[src/hdl/csf_pkg.sv]
// ==========================================================================
// shared constants and types
// ==========================================================================
package csf_pkg;

  // ========================================================================
  // register map: status index mirrored in every bank, byte address = 4*index
  // ========================================================================
  localparam logic [8:0] STATUS_IDX_B0 = 9'h003; // bank 0 copy
  localparam logic [8:0] STATUS_IDX_B1 = 9'h083; // bank 1 copy
  localparam logic [8:0] STATUS_IDX_B2 = 9'h103; // bank 2 copy
  localparam logic [8:0] STATUS_IDX_B3 = 9'h183; // bank 3 copy
  localparam int ADDR_W = 11; // avalon byte address width
  localparam int IDX_LSB = 2; // word index starts here

  // ========================================================================
  // field positions inside the status byte
  // ========================================================================
  localparam int BIT_IND_PAGE = 7; // indirect page select
  localparam int BIT_DPAGE_HI = 6; // direct page high
  localparam int BIT_DPAGE_LO = 5; // direct page low
  localparam int BIT_WDT_EXP = 4; // watchdog expiry flag (active low)
  localparam int BIT_SLEEP = 3; // sleep entry flag (active low)
  localparam int BIT_ZERO = 2; // zero flag
  localparam int BIT_HCARRY = 1; // half carry flag
  localparam int BIT_CARRY = 0; // carry flag

  // ========================================================================
  // reset values
  // ========================================================================
  localparam logic [7:0] STATUS_RST = 8'h18; // banks 0, both reset flags 1
  localparam logic [31:0] RDATA_RST = 32'h0000_0000; // idle read data
  localparam logic [7:0] NIBBLE_HI_MASK = 8'hF0; // upper nibble mask

  // ========================================================================
  // core operation codes
  // ========================================================================
  typedef enum logic [3:0] {
    OP_NOP,
    OP_ADD_W_FILE,
    OP_ADD_LITERAL,
    OP_SUB_LITERAL,
    OP_SUB_W_FILE,
    OP_AND,
    OP_OR,
    OP_XOR,
    OP_CLEAR_FILE,
    OP_MOVE_W_TO_FILE,
    OP_BIT_CLEAR,
    OP_BIT_SET,
    OP_NIBBLE_SWAP,
    OP_INCREMENT,
    OP_DECREMENT,
    OP_COMPLEMENT
  } csf_op_type;

endpackage

[src/hdl/csf_alu_flags.sv]
`timescale 1ns/1ps
`default_nettype none
// ==========================================================================
// result and flag calculator for one core operation
// ==========================================================================
module csf_alu_flags
(
  // operation
  input wire csf_pkg::csf_op_type op_in,
  input wire logic [2:0] bit_sel_in,
  // operands
  input wire logic [7:0] w_in,
  input wire logic [7:0] f_in,
  // results
  output logic [7:0] result_out,
  output logic zero_out,
  output logic half_carry_out,
  output logic carry_out,
  output logic affects_zero_out,
  output logic affects_carries_out
);

  logic [8:0] sum; // full adder result with carry
  logic [4:0] low_sum; // low nibble adder for half carry
  logic [7:0] add_a; // first adder operand
  logic [7:0] add_b; // second adder operand, inverted for subtract
  logic add_cin; // adder carry in

  // ========================================================================
  // adder, subtraction as a + ~b + 1 so carries read as no-borrow
  // ========================================================================
  always_comb
  begin
    add_a = f_in;
    add_b = w_in;
    add_cin = 1'b0;
    if (op_in == csf_pkg::OP_SUB_LITERAL || op_in == csf_pkg::OP_SUB_W_FILE)
    begin
      add_b = ~w_in;
      add_cin = 1'b1;
    end
    sum = {1'b0, add_a} + {1'b0, add_b} + {8'h00, add_cin};
    low_sum = {1'b0, add_a[3:0]} + {1'b0, add_b[3:0]} + {4'h0, add_cin};
  end

  // ========================================================================
  // result and flag selection per operation
  // ========================================================================
  always_comb
  begin
    result_out = f_in;
    affects_zero_out = 1'b0;
    affects_carries_out = 1'b0;
    case (op_in)
      csf_pkg::OP_ADD_W_FILE, csf_pkg::OP_ADD_LITERAL,
      csf_pkg::OP_SUB_LITERAL, csf_pkg::OP_SUB_W_FILE:
      begin
        result_out = sum[7:0];
        affects_zero_out = 1'b1;
        affects_carries_out = 1'b1;
      end
      csf_pkg::OP_AND:
      begin
        result_out = w_in & f_in;
        affects_zero_out = 1'b1;
      end
      csf_pkg::OP_OR:
      begin
        result_out = w_in | f_in;
        affects_zero_out = 1'b1;
      end
      csf_pkg::OP_XOR:
      begin
        result_out = w_in ^ f_in;
        affects_zero_out = 1'b1;
      end
      csf_pkg::OP_CLEAR_FILE:
      begin
        result_out = 8'h00;
        affects_zero_out = 1'b1;
      end
      csf_pkg::OP_INCREMENT:
      begin
        result_out = f_in + 8'h01;
        affects_zero_out = 1'b1;
      end
      csf_pkg::OP_DECREMENT:
      begin
        result_out = f_in - 8'h01;
        affects_zero_out = 1'b1;
      end
      csf_pkg::OP_COMPLEMENT:
      begin
        result_out = ~f_in;
        affects_zero_out = 1'b1;
      end
      // flag-neutral operations
      csf_pkg::OP_MOVE_W_TO_FILE: result_out = w_in;
      csf_pkg::OP_BIT_CLEAR: result_out = f_in & ~(8'h01 << bit_sel_in);
      csf_pkg::OP_BIT_SET: result_out = f_in | (8'h01 << bit_sel_in);
      csf_pkg::OP_NIBBLE_SWAP: result_out = {f_in[3:0], f_in[7:4]};
      default: result_out = f_in;
    endcase
    zero_out = (result_out == 8'h00);
    half_carry_out = low_sum[4];
    carry_out = sum[8];
  end

endmodule
`default_nettype wire

[src/hdl/csf_core_status.sv]
// The Avalon-MM slave port is this design's own decision.
`timescale 1ns/1ps
`default_nettype none
module csf_core_status
(
  // clock and reset
  input wire logic clk_in,
  input wire logic rstn_in,
  // core instruction port
  input wire logic exec_valid_in,
  input wire csf_pkg::csf_op_type op_in,
  input wire logic [8:0] file_addr_in,
  input wire logic dest_file_in,
  input wire logic [2:0] bit_sel_in,
  input wire logic [7:0] w_in,
  input wire logic [7:0] f_in,
  // power management events
  input wire logic wdt_timeout_in,
  input wire logic sleep_in,
  // avalon-mm slave
  input wire logic [csf_pkg::ADDR_W-1:0] avs_address_in,
  input wire logic avs_read_in,
  input wire logic avs_write_in,
  input wire logic [31:0] avs_writedata_in,
  input wire logic [3:0] avs_byteenable_in,
  output logic [31:0] avs_readdata_out,
  output logic avs_waitrequest_out,
  // results and bank selects
  output logic [7:0] result_out,
  output logic result_valid_out,
  output logic [7:0] status_out,
  output logic indirect_page_select_out,
  output logic [1:0] direct_page_out
);

  // ========================================================================
  // state
  // ========================================================================
  typedef struct packed {
    logic [7:0] status; // the status byte
    logic waitreq; // bus waitrequest
    logic [31:0] rdata; // bus read data
    logic [7:0] result; // last core result
    logic result_valid; // result strobe
  } csf_state_type;

  csf_state_type state_reg; // registered state
  csf_state_type state_next; // next state

  logic [7:0] alu_result; // calculator result
  logic alu_zero; // calculator zero flag
  logic alu_hcarry; // calculator half carry
  logic alu_carry; // calculator carry
  logic alu_aff_zero; // op updates zero flag
  logic alu_aff_carries; // op updates both carries
  logic [7:0] operand_f; // file operand, status when addressed
  logic core_hits_status; // core addresses the status register
  logic bus_req; // bus request pending and not yet answered
  logic bus_hits_status; // bus addresses the status register

  // ========================================================================
  // status address decode, every bank copy maps to one register
  // ========================================================================
  function automatic logic is_status_idx(input logic [8:0] idx);
    is_status_idx = (idx == csf_pkg::STATUS_IDX_B0) || (idx == csf_pkg::STATUS_IDX_B1) ||
                    (idx == csf_pkg::STATUS_IDX_B2) || (idx == csf_pkg::STATUS_IDX_B3);
  endfunction

  assign core_hits_status = is_status_idx(file_addr_in);
  assign bus_hits_status = is_status_idx(avs_address_in[csf_pkg::ADDR_W-1:csf_pkg::IDX_LSB]);
  assign operand_f = core_hits_status ? state_reg.status : f_in;
  assign bus_req = (avs_read_in || avs_write_in) && state_reg.waitreq;

  // ========================================================================
  // result and flag calculator
  // ========================================================================
  csf_alu_flags u_alu
  (
    .op_in(op_in),
    .bit_sel_in(bit_sel_in),
    .w_in(w_in),
    .f_in(operand_f),
    .result_out(alu_result),
    .zero_out(alu_zero),
    .half_carry_out(alu_hcarry),
    .carry_out(alu_carry),
    .affects_zero_out(alu_aff_zero),
    .affects_carries_out(alu_aff_carries)
  );

  // ========================================================================
  // next state
  // ========================================================================
  always_comb
  begin
    state_next = state_reg;
    state_next.result_valid = 1'b0;
    state_next.waitreq = 1'b1;
    // core instruction
    if (exec_valid_in && op_in != csf_pkg::OP_NOP)
    begin
      state_next.result = alu_result;
      state_next.result_valid = 1'b1;
      if (dest_file_in && core_hits_status)
      begin
        // upper bits take the data, reset-cause bits are kept
        state_next.status[7:5] = alu_result[7:5];
        if (!(alu_aff_zero || alu_aff_carries))
        begin
          state_next.status[2:0] = alu_result[2:0];
        end
      end
      // flag updates override any data write to those bits
      if (alu_aff_zero)
      begin
        state_next.status[csf_pkg::BIT_ZERO] = alu_zero;
      end
      if (alu_aff_carries)
      begin
        state_next.status[csf_pkg::BIT_HCARRY] = alu_hcarry;
        state_next.status[csf_pkg::BIT_CARRY] = alu_carry;
      end
    end
    else if (bus_req)
    begin
      // software access, held off while the core executes
      state_next.waitreq = 1'b0;
      state_next.rdata = csf_pkg::RDATA_RST;
      if (bus_hits_status)
      begin
        if (avs_read_in)
        begin
          state_next.rdata = {24'h000000, state_reg.status};
        end
        else if (avs_byteenable_in[0])
        begin
          // software write acts as a plain move, reset-cause bits kept
          state_next.status[7:5] = avs_writedata_in[7:5];
          state_next.status[2:0] = avs_writedata_in[2:0];
        end
      end
    end
    // power management, the only writer of the reset-cause flags
    if (sleep_in)
    begin
      state_next.status[csf_pkg::BIT_WDT_EXP] = 1'b1;
      state_next.status[csf_pkg::BIT_SLEEP] = 1'b0;
    end
    if (wdt_timeout_in)
    begin
      state_next.status[csf_pkg::BIT_WDT_EXP] = 1'b0;
    end
  end

  // ========================================================================
  // state register
  // ========================================================================
  always_ff @(posedge clk_in or negedge rstn_in)
  begin
    if (!rstn_in)
    begin
      state_reg.status <= csf_pkg::STATUS_RST;
      state_reg.waitreq <= 1'b1;
      state_reg.rdata <= csf_pkg::RDATA_RST;
      state_reg.result <= 8'h00;
      state_reg.result_valid <= 1'b0;
    end
    else
    begin
      state_reg <= state_next;
    end
  end

  // ========================================================================
  // outputs, all straight from the state register
  // ========================================================================
  assign avs_readdata_out = state_reg.rdata;
  assign avs_waitrequest_out = state_reg.waitreq;
  assign result_out = state_reg.result;
  assign result_valid_out = state_reg.result_valid;
  assign status_out = state_reg.status;
  assign indirect_page_select_out = state_reg.status[csf_pkg::BIT_IND_PAGE];
  assign direct_page_out = state_reg.status[csf_pkg::BIT_DPAGE_HI:csf_pkg::BIT_DPAGE_LO];

  // ========================================================================
  // assertions
  // ========================================================================
  logic core_op; // a real instruction this cycle
  assign core_op = exec_valid_in && op_in != csf_pkg::OP_NOP;

  // reset-cause bits move only with power events
  a_reset_flags_hold: assert property (@(posedge clk_in) disable iff (!rstn_in)
    !sleep_in && !wdt_timeout_in |=> $stable(status_out[4:3]))
    else $error("reset-cause bits changed without a power event");

  // watchdog timeout clears the expiry flag
  a_wdt_clears: assert property (@(posedge clk_in) disable iff (!rstn_in)
    wdt_timeout_in |=> !status_out[csf_pkg::BIT_WDT_EXP])
    else $error("watchdog flag not cleared by timeout");

  // sleep sets expiry flag and clears sleep flag
  a_sleep_entry: assert property (@(posedge clk_in) disable iff (!rstn_in)
    sleep_in && !wdt_timeout_in |=> status_out[4:3] == 2'b10)
    else $error("sleep entry pattern wrong");

  // clear-file on status gives 000u u1uu
  a_clear_pattern: assert property (@(posedge clk_in) disable iff (!rstn_in)
    core_op && op_in == csf_pkg::OP_CLEAR_FILE && dest_file_in && core_hits_status
    |=> status_out[7:5] == 3'b000 && status_out[2] && status_out[1:0] == $past(status_out[1:0]))
    else $error("clear-file pattern on status wrong");

  // flag-neutral ops keep flags when aimed elsewhere
  a_neutral_flags: assert property (@(posedge clk_in) disable iff (!rstn_in)
    core_op && !core_hits_status && (op_in == csf_pkg::OP_BIT_SET || op_in == csf_pkg::OP_BIT_CLEAR ||
    op_in == csf_pkg::OP_NIBBLE_SWAP || op_in == csf_pkg::OP_MOVE_W_TO_FILE)
    |=> $stable(status_out[2:0]))
    else $error("flag-neutral op changed flags");

  // arithmetic to status stores alu flags, not data
  a_flag_mask: assert property (@(posedge clk_in) disable iff (!rstn_in)
    core_op && alu_aff_carries && dest_file_in && core_hits_status
    |=> status_out[2:0] == {$past(alu_zero), $past(alu_hcarry), $past(alu_carry)})
    else $error("arithmetic data write reached the flags");

  // equal subtract means no borrow and zero
  a_sub_no_borrow: assert property (@(posedge clk_in) disable iff (!rstn_in)
    core_op && (op_in == csf_pkg::OP_SUB_W_FILE || op_in == csf_pkg::OP_SUB_LITERAL) &&
    !core_hits_status && w_in == f_in
    |=> status_out[2:0] == 3'b111)
    else $error("equal subtract flags wrong");

  // low nibble overflow sets half carry
  a_half_carry: assert property (@(posedge clk_in) disable iff (!rstn_in)
    core_op && op_in == csf_pkg::OP_ADD_W_FILE && !core_hits_status &&
    ({1'b0, w_in[3:0]} + {1'b0, f_in[3:0]}) > 5'h0F |=> status_out[1])
    else $error("half carry missing");

  // msb overflow sets carry
  a_carry_out: assert property (@(posedge clk_in) disable iff (!rstn_in)
    core_op && (op_in == csf_pkg::OP_ADD_W_FILE || op_in == csf_pkg::OP_ADD_LITERAL) &&
    !core_hits_status && ({1'b0, w_in} + {1'b0, f_in}) > 9'h0FF |=> status_out[0])
    else $error("carry missing");

  // zero result sets zero flag
  a_zero_flag: assert property (@(posedge clk_in) disable iff (!rstn_in)
    core_op && (op_in == csf_pkg::OP_XOR || op_in == csf_pkg::OP_SUB_LITERAL) &&
    !core_hits_status && w_in == f_in |=> status_out[2])
    else $error("zero flag missing");

  // bank selects take the bits of a software status write
  a_bank_outputs: assert property (@(posedge clk_in) disable iff (!rstn_in)
    bus_req && !core_op && avs_write_in && bus_hits_status && avs_byteenable_in[0]
    |=> {indirect_page_select_out, direct_page_out} == $past(avs_writedata_in[7:5]))
    else $error("bank selects not taken from a status write");

  // mirrored status read returns the status byte
  a_mirror_read: assert property (@(posedge clk_in) disable iff (!rstn_in)
    bus_req && !core_op && avs_read_in && bus_hits_status
    |=> !avs_waitrequest_out && avs_readdata_out[7:0] == $past(status_out))
    else $error("mirrored status read wrong");

  // bus request answered once the core is idle
  a_bus_answer: assert property (@(posedge clk_in) disable iff (!rstn_in)
    bus_req && !core_op |=> !avs_waitrequest_out ##1 avs_waitrequest_out)
    else $error("bus answer timing wrong");

  c_clear_status: cover property (@(posedge clk_in) disable iff (!rstn_in)
    core_op && op_in == csf_pkg::OP_CLEAR_FILE && core_hits_status);
  c_sub_borrow: cover property (@(posedge clk_in) disable iff (!rstn_in)
    core_op && op_in == csf_pkg::OP_SUB_LITERAL ##1 !status_out[0]);
  c_bank3_read: cover property (@(posedge clk_in) disable iff (!rstn_in)
    bus_req && avs_read_in && avs_address_in[10:2] == csf_pkg::STATUS_IDX_B3);
  c_wdt_event: cover property (@(posedge clk_in) disable iff (!rstn_in) wdt_timeout_in);

endmodule
`default_nettype wire

[config.mk]
export PLATFORM = sky130hd
export DESIGN_NAME = csf_core_status
export DESIGN_NICKNAME = d
export VERILOG_FILES = /design/src/hdl/csf_pkg.sv /design/src/hdl/csf_alu_flags.sv /design/src/hdl/csf_core_status.sv
export SDC_FILE = /design/constraint.sdc
export NUM_CORES = 1
export LEC_CHECK = 0
export BUFFER_PORTS_ARGS = -buffer_cell sky130_fd_sc_hd__buf_2
export CAP_MARGIN = 30
export CORE_MARGIN = 2
export CORE_UTILIZATION = 30
export DETAILED_ROUTE_END_ITERATION = 7
export REMOVE_ABC_BUFFERS = 1
export SKIP_CTS_REPAIR_TIMING = 1
export SLEW_MARGIN = 40
export SYNTH_ARGS = -nofsm -noshare
export SYNTH_HDL_FRONTEND = slang
export SYNTH_SLANG_ARGS = --single-unit
[constraint.sdc]
create_clock -name clk_in -period 3.1 [get_ports clk_in]
set_input_delay 0.31 -clock clk_in [delete_from_list [all_inputs] [get_ports clk_in]]
set_output_delay 0.31 -clock clk_in [all_outputs]
set_load 0.02 [all_outputs]
[Yosys cells after proc, flatten, opt, wreduce, memory -nomap -nowiden]
Index checks and enable logic that the tools add are counted.
Storage, ports and cells
  bits in registers: 50
  bits in latches: 0
  RAM bits: 0
  memories: 0
  output and inout bits: 53
  bits in read-only memories: 0
  input port bits: 87
Cells by class
  eq/ne operators: 29
  div/mod/pow operators: 0
  multiplexer cells: 27
  shifts and indexed selects: 1
  reductions and logical operators: 24
  order comparisons: 0
  multipliers: 0
  bitwise operators: 9
  add/sub/neg operators: 6
Operators by type and width (number)
  8-bit case mux with 12 select lines: 1
  9-bit == test (second input constant): 4
  3-bit two-way mux: 12
  36-bit two-way mux: 1
  33-bit two-way mux: 1
  4-bit == test (second input constant): 8
  8-bit two-way mux: 4
  8-bit inverter: 3
  9-bit by 2-bit == test with 1-bit output (second input constant): 2
  9-bit by 8-bit == test with 1-bit output (second input constant): 2
  8-bit AND: 2
  4-bit by 3-bit == test with 1-bit output (second input constant): 4
  8-bit OR: 2
  6-bit AND reduction: 2
  11-bit OR reduction: 1
  8-bit by 8-bit adder with 9-bit output: 1
  9-bit by 1-bit adder with 9-bit output: 1
  1-bit logical OR: 9
  8-bit by 1-bit adder with 8-bit output (second input constant): 1
  4-bit by 2-bit == test with 1-bit output (second input constant): 2
  8-bit zero test: 1
  2-bit nonzero test: 4
  1-bit by 3-bit << shifter with 8-bit output (first input constant): 1
  8-bit by 1-bit subtractor with 8-bit output (second input constant): 1
  15 further kinds: 26

[Logic depth before layout (Yosys ltp)]
Gate-level depths: netlist of the first run.
  depth after elaboration: 12
  mapped depth: 15
  mapped depth without buffers: 14

[Modules after synthesis]
Synthesis of the first run repeated with hierarchy kept, for this count alone.
Second synthesis, totals
  cells, all modules: 431
  area, all modules: 3403.3 um^2
By module, submodules not included
  csf_alu_flags: cells an instance 291, area each 1945.6 um^2, times used 1
  csf_core_status: cells an instance 140, area each 1457.6 um^2, times used 1

[Worst setup path after synthesis of the first run]
Ideal clock, no wire load.
  kind: input port to flip-flop
  start point: input file_addr_in[2]
  end point: register state_reg (netlist bit status_out[2])
  data arrival time: 3134 ps
  cell stages on the path: 13
  setup slack: -154 ps
  data required time: 2980 ps
  setup time: 120 ps
  cell sequence: and4bb_4 > nand2_2 > buf_6 > mux2i_1 > inv_1 > fa_1 > a31oi_1 > or4bb_1 > xnor2_1 > o211a_1 > a21oi_1 > nor3_1 > a31o_1
Between the ends
  longest elaborated chain between the ends: 12
  elaborated cells between the ends (all ways): 27
  those cells by class: add/sub (4); eq/ne (5); mux (6); bitwise (6); reduce/logical (6)
RTL lines
  start, declared: RTL line csf_core_status.sv:12  | input wire logic [8:0] file_addr_in,
  9-bit by 2-bit == test with 1-bit output / 9-bit by 8-bit == test with 1-bit output (equally long branches): RTL line csf_core_status.sv:65  | is_status_idx = (idx == csf_pkg::STATUS_IDX_B0) || (idx == csf_pkg::STATUS_IDX_B1) ||
  1-bit logical OR (2 in a row): RTL line csf_core_status.sv:65
  1-bit logical OR (*): RTL line csf_core_status.sv:66  | (idx == csf_pkg::STATUS_IDX_B2) || (idx == csf_pkg::STATUS_IDX_B3);
  8-bit two-way mux: RTL line csf_core_status.sv:71  | assign operand_f = core_hits_status ? state_reg.status : f_in;
  8-bit by 8-bit adder with 9-bit output: RTL line csf_alu_flags.sv:42  | sum = {1'b0, add_a} + {1'b0, add_b} + {8'h00, add_cin};
  9-bit by 1-bit adder with 9-bit output: RTL line csf_alu_flags.sv:42
  8-bit case mux with 12 select lines: RTL line csf_alu_flags.sv:54  | case (op_in)
  3-bit two-way mux: RTL line csf_core_status.sv:108  | if (!(alu_aff_zero || alu_aff_carries))
  3-bit two-way mux: RTL line csf_core_status.sv:104  | if (dest_file_in && core_hits_status)
  1-bit two-way mux: RTL line csf_core_status.sv:114  | if (alu_aff_zero)
  3-bit two-way mux: RTL line csf_core_status.sv:100  | if (exec_valid_in && op_in != csf_pkg::OP_NOP)
  end signal, assigned: RTL line csf_core_status.sv:170  | state_reg <= state_next;
  end, declared: RTL line csf_core_status.sv:47  | csf_state_type state_reg;
Mark *: on every way between the ends. The rest lies on a longest branch, timed or not. The select of a mux whose other input is x is not followed.
A chain may end at the register's enable or synchronous reset.

[Final worst setup path of the first run]
Same ends and word-level chain as after synthesis.

==> flow_summary.toml, run 1 <==
[place]
gp_congestion = 0.9240
dpl.cell_count = 684
place_hpwl_um = 8850
portBuffers = 80

[drt]
viasPerCell = 5.295
drc = 0
first_pass_iters = 5
totalWireLength_um = 11220
wl_met2_um = 5460
ant_nets = 0
wl_met3_um = 770
drtIter0Drc = 290
wl_met1_um = 4827
wl_per_cell_um = 16.16
via_count = 3675
routed.top_layer = "met4"

[outcome]
failed_checks = "setup timing"
status = "complete, but fails checks"

[cts]
cts_inserted_buffers = 3
cts_buffer_depth = 2
cts_tree = "built"
clock_latency_ns = 0.26
root_buffer = "clkbuf_8"
htree_levels = 1
clk_pin_slew_ns = 0.08
cts_num_sinks = 26

[yosys]
syn_avg_cell_area_um2 = 7.740
yosysSeqAreaShare_pct = 19.89
syn-cell-area_mm2 = 0.003289
ys_ff_latch = 26
synth_top_flop_cell = "dfrtp_1"
synth_cell_types = 74
synth_enable_flop_cells = 0
async_flop_share_pct = 100.0
synth_cells = 425
ys_warn_count = 0

[sta]
fin_crit_ns = 3.123
slew-limit-headroom_pct = 59.39
fin_crit_sh_pct = 100.7
fin_skew_ns = 0.005266
fin_ws_ns = -0.02282
hold_violations = 0
rsz0062_at_grt = "yes"
finalMaxSlewViolations = 0
setup_viol = 1
max_freq_mhz = 320.2
tightestPinTransition_ns = 0.6045

[critical_path]
cp_max_fo = 5
cp_data_required_time_ns = 3.26
slowest_delay_ns = 0.60
critical_path_class = "primary input to flip-flop"
critPathLaunch = "file_addr_in[2]"
cp-end-kind = "flip-flop"
r2r.worst_path.cells = 11
path_cells = "buf_2 -> and4bb_4 -> nand2_4 -> buf_8 -> mux2_4 -> ha_4 -> nand2_1 -> nor4_1 -> a41oi_1 -> or4bb_4 -> xnor2_2 -> o211a_1 -> a21oi_2 -> nor3_2 -> a31o_1"
critPathLaunchType = "primary input"
worstReg2RegStart = "status_out[2]"
r2r-end = "status_out[2]"
rrSetupSlack_ns = 0.25
cp_data_arrival_time_ns = 3.28
crit_slowest_cell = "or4bb_4"

[floorplan]
die_h_um = 108.7
start_util_pct = 30.61
num_rows = 38
die_x_um = 108.7
dieArea_mm2 = 0.01182
design.portCount = 140
core_area_mm2 = 0.01075

[finish]
multi_input_area_mm2 = 0.002464
final_common_cell = "buf_2"
seqCellArea_um2 = 654.4
area_growth_pct = 32.03
diodes = 0
fin_cells = 694
nNetsFinal = 657
layout_common_cells = "buf_2 (80), buf_4 (71), nor2_1 (45)"
drive_above_1_share_pct = 35.92
nFillCells = 1123

[grt]
grt_usage_pct = 18.40
grt_pass1_wl_um = 17530
grt_max_degree = 29
grt_pass1_vias = 3454
gr-total-overflow = 0
antenna_found_initial = 0

[power_and_ir_drop]
peakVddDrop_v = 0.0002251
power_density_mw_per_mm2 = 300.2
total_leakage_power_nw = 2.058
total_power_w = 0.001304

[worst_hold_path]
hold_path_class = "primary input to asynchronous set/reset pin"

[flow_run]
cap_violations = 0
==> synthesized netlist by cell type (all sizes together) (3+ instances only) <==
cell type | number | share of area (%)
a211oi | 5 | 1.1
a21boi | 3 | 0.68
a21o | 4 | 0.91
a21oi | 32 | 5.1
a221oi | 3 | 1.2
a22o | 9 | 2.4
a22oi | 3 | 0.68
a311oi | 4 | 1.3
a31oi | 5 | 1.4
a41oi | 3 | 1.0
and3 | 3 | 0.57
buf | 41 | 8.5
clkbuf | 9 | 1.0
dfrtp | 23 | 17
dfstp | 3 | 2.4
ha | 13 | 4.9
inv | 15 | 1.7
mux2 | 9 | 3.3
mux2i | 6 | 1.8
nand2 | 38 | 4.4
nand2b | 5 | 0.95
nand3 | 10 | 1.5
nand3b | 3 | 0.68
nand4 | 7 | 1.3
nor2 | 45 | 5.1
nor2b | 11 | 2.1
nor3 | 14 | 2.6
nor3b | 4 | 0.91
nor4 | 5 | 0.95
o211ai | 5 | 1.1
o21ai | 27 | 4.2
o22ai | 4 | 0.76
o31ai | 3 | 0.84
xnor2 | 15 | 4.0
xor2 | 4 | 1.1
==> logic make-up after synthesis <==
family | share of synthesized area (%)
AO/OA/AOI/OAI | 27.43
XOR/XNOR | 5.059
adder cells (fa/ha/maj) | 6.162
buffers and inverters | 11.26
flip-flops | 19.89
multiplexers | 5.135
other | 0.1140
AND/OR/NAND/NOR | 24.95
==> per-stage QoR <==
stage	util [%]	hold slack (ns)	instance area, um^2	setup WS, ns	TNS [ns]
floorplan	-	0.01441	3062	-0.1432	-0.1432
global placement	38.46	0.3304	4133	-0.2648	-1.339
detailed placement	38.46	0.3308	4133	-0.2861	-1.610
CTS	38.88	0.04304	4178	-0.02628	-0.02628
global route	40.42	0.06113	4343	-0.09942	-0.1090
finish	40.42	0.02682	4343	-0.02282	-0.02282
==> layer usage <==
layer | vias to the layer above | track usage, %
li1 | 1773 | -
met1 | 1724 | 25.35
met2 | 164 | 32.05
met3 | 14 | 0.8966
met4 | 0 | 3.480
met5 | - | 0
==> where the power goes <==
part	total [W]	internal [W]	switching, W
Combinational	0.000717	0.000307	0.000410
Sequential	0.000401	0.000374	0.0000266
Clock	0.000186	0.0000917	0.0000940
Total	0.00130	0.000773	0.000531
==> worst max-delay path by stage <==
stage	slack, ns	to	depth (start not counted)
2_1_floorplan	-0.14	status_out[2]	12
3_3_place_gp	-0.26	status_out[2]	15
3_5_place_dp	-0.29	status_out[2]	15
4_1_cts	-0.03	status_out[2]	15
5_1_grt	-0.1	status_out[2]	15
6_report	-0.02	status_out[2]	15
==> cell type report <==
cell class / instances / share of cell area [%]
flip-flops and latches: 26 / 15.07
inverters: 15 / 1.296
clock buffers: 4 / 1.037
multi-input cells: 357 / 56.73
repair buffers: 152 / 21.84
well taps: 140 / 4.033
==> critical path: cells and delay by family <==
family	cells	cell delay, ns
multiplexers	1	0.33
XOR/XNOR	1	0.17
AND/OR/NAND/NOR	6	1.19
buffers and inverters	2	0.24
AO/OA/AOI/OAI	4	0.85
adder cells (fa/ha/maj)	1	0.18
==> registers in the layout (all words and copies together), names as in the netlist <==
| register | flops |
|---|---|
| status_out | 8 |
| result_valid_out | 1 |
| result_out | 8 |
| avs_readdata_out | 8 |
| avs_waitrequest_out | 1 |
No activity file was read; power rests on OpenSTA's default activity.
==> inputs of run 2 (changes only) <==
clock period = 3.5 ns   (was 3.1 ns; I/O delays follow)
==> flow_summary.toml, run 2 (same netlist as run 1, synthesis figures left out) <==
[outcome]
status = "finished, final reports clean"

[drt]
via_count = 3501
drc = 0
first_pass_iters = 4
viasPerCell = 5.329
drtIter0Drc = 282
wl_per_cell_um = 15.77
totalWireLength_um = 10360
ant_nets = 0

[power_and_ir_drop]
combPwrFrac_pct = 50.1
total_leakage_power_nw = 1.851
clkPwrFrac_pct = 17.4
power_density_mw_per_mm2 = 277.3
p_sw_share_pct = 40.91
intPower_w = 0.0006492
pwr-share-seq_pct = 32.5
p_switching_w = 0.0004494
peakVddDrop_v = 0.0001956
total_power_w = 0.001099

[finish]
layout_common_cells = "buf_2 (80), nor2_1 (45), nand2_1 (37)"
nNetsFinal = 620
final_common_cell = "buf_2"
multi_input_area_mm2 = 0.002357
drive_above_1_share_pct = 28.63
diodes = 0
seqCellArea_um2 = 654.4
nFillCells = 1128
area_growth_pct = 20.43

[sta]
fin_skew_ns = 0.002303
rsz0062_at_grt = "no"
hold_violations = 0
fin_crit_ns = 3.243
finalMaxSlewViolations = 0
max_freq_mhz = 308.4
slew-limit-headroom_pct = 50.63
fin_crit_sh_pct = 92.65
fin_setup_tns_ns = 0
setup_viol = 0
tightestPinTransition_ns = 0.7391

[floorplan]
design.portCount = 140
start_util_pct = 30.61
num_rows = 38
die_h_um = 108.7
core_area_mm2 = 0.01075
dieArea_mm2 = 0.01182
die_x_um = 108.7

[grt]
globalRouteMet1Util_pct = 23.67
gr-total-overflow = 0
grt_pass1_vias = 3215
use_met2_pct = 28.93
grt_pass1_wl_um = 16440
grt_max_degree = 27
antenna_found_initial = 0
grt_most_used_layer = "met2"
grt_usage_pct = 17.26
grtUsageMet3_pct = 1.255

[cts]
cts_buffer_depth = 2
cts_tree = "built"
clk_pin_slew_ns = 0.08
htree_levels = 1
cts_num_sinks = 26
root_buffer = "clkbuf_8"
clock_latency_ns = 0.27
cts_inserted_buffers = 3

[critical_path]
cp_max_fo = 6
cp-end-kind = "flip-flop"
cp_data_required_time_ns = 3.71
critical_path_class = "primary input to flip-flop"
r2r.worst_path.cells = 14
cp_data_arrival_time_ns = 3.46
critPathLaunchType = "primary input"

[flow_run]
cap_violations = 0

[place]
portBuffers = 80
gp_congestion = 0.9213
place_hpwl_um = 8426

[worst_hold_path]
hold_path_class = "primary input to asynchronous set/reset pin"
[run 2: cell count changes in the layout (fill, tap and decap cells not counted), sizes merged]
cell  change
buf      -37
[run 2: path summary, 6_finish.rpt]
check                                 from                to  slack, ns
max                        file_addr_in[2]     status_out[2]       0.26
min                                rstn_in  result_valid_out       0.06
max reg2reg                  status_out[0]     status_out[2]       0.44
min reg2reg                  result_out[3]     result_out[3]       0.48
max in group asynchronous          rstn_in     status_out[3]       3.06
min in group clk_in         wdt_timeout_in     status_out[4]       0.19
[run 2: power groups by stage]
stage	combinational [W]	sequential (W)	clock (W)
2_1_floorplan	0.000284	0.000399	0
4_1_cts	0.000546	0.000358	0.000196
6_report	0.000550	0.000357	0.000192
5_1_grt	0.000603	0.000362	0.000208
3_5_place_dp	0.000543	0.000364	0
3_3_place_gp	0.000537	0.000362	0
[run 2: stage by stage]
stage / hold slack (ns) / cell area (um^2) / std cells / utilization (%) / worst slack (ns)
floorplan: 0.05441 / 3062 / 398 / - / 0.2168
global placement: 0.3684 / 3900 / 653 / 36.29 / 0.05238
detailed placement: 0.3742 / 3906 / 653 / 36.35 / 0.02844
CTS: 0.07680 / 3961 / 657 / 36.87 / 0.3012
global route: 0.1226 / 3961 / 657 / 36.87 / 0.1078
finish: 0.06417 / 3961 / 657 / 36.87 / 0.2571
[run 2: final cells by class]
cell class | instances | area share [%]
multi-input cells | 357 | 59.51
flip-flops and latches | 26 | 16.52
inverters | 15 | 1.421
repair buffers | 115 | 16.74
clock buffers | 4 | 1.390
well taps | 140 | 4.422
[run 2: metal layers]
layer  up-vias  part of all wire [%]
li1       1705                     -
met1      1637                    45
met2       140                    45
met3        19                   7.1
met4         0                   2.6
met5         -                     0
[run 2: critical path: stages]
cell and delay [ns]:
buf_2 0.10, and4bb_4 0.33, nand2_2 0.11, mux2i_1 0.31, inv_1 0.12, buf_4 0.16
ha_1 0.27, nor2_1 0.04, a221oi_2 0.37, a21oi_2 0.12, xnor2_1 0.15, a2111oi_2 0.49
a21oi_1 0.14, nor3_1 0.22, a31o_1 0.16
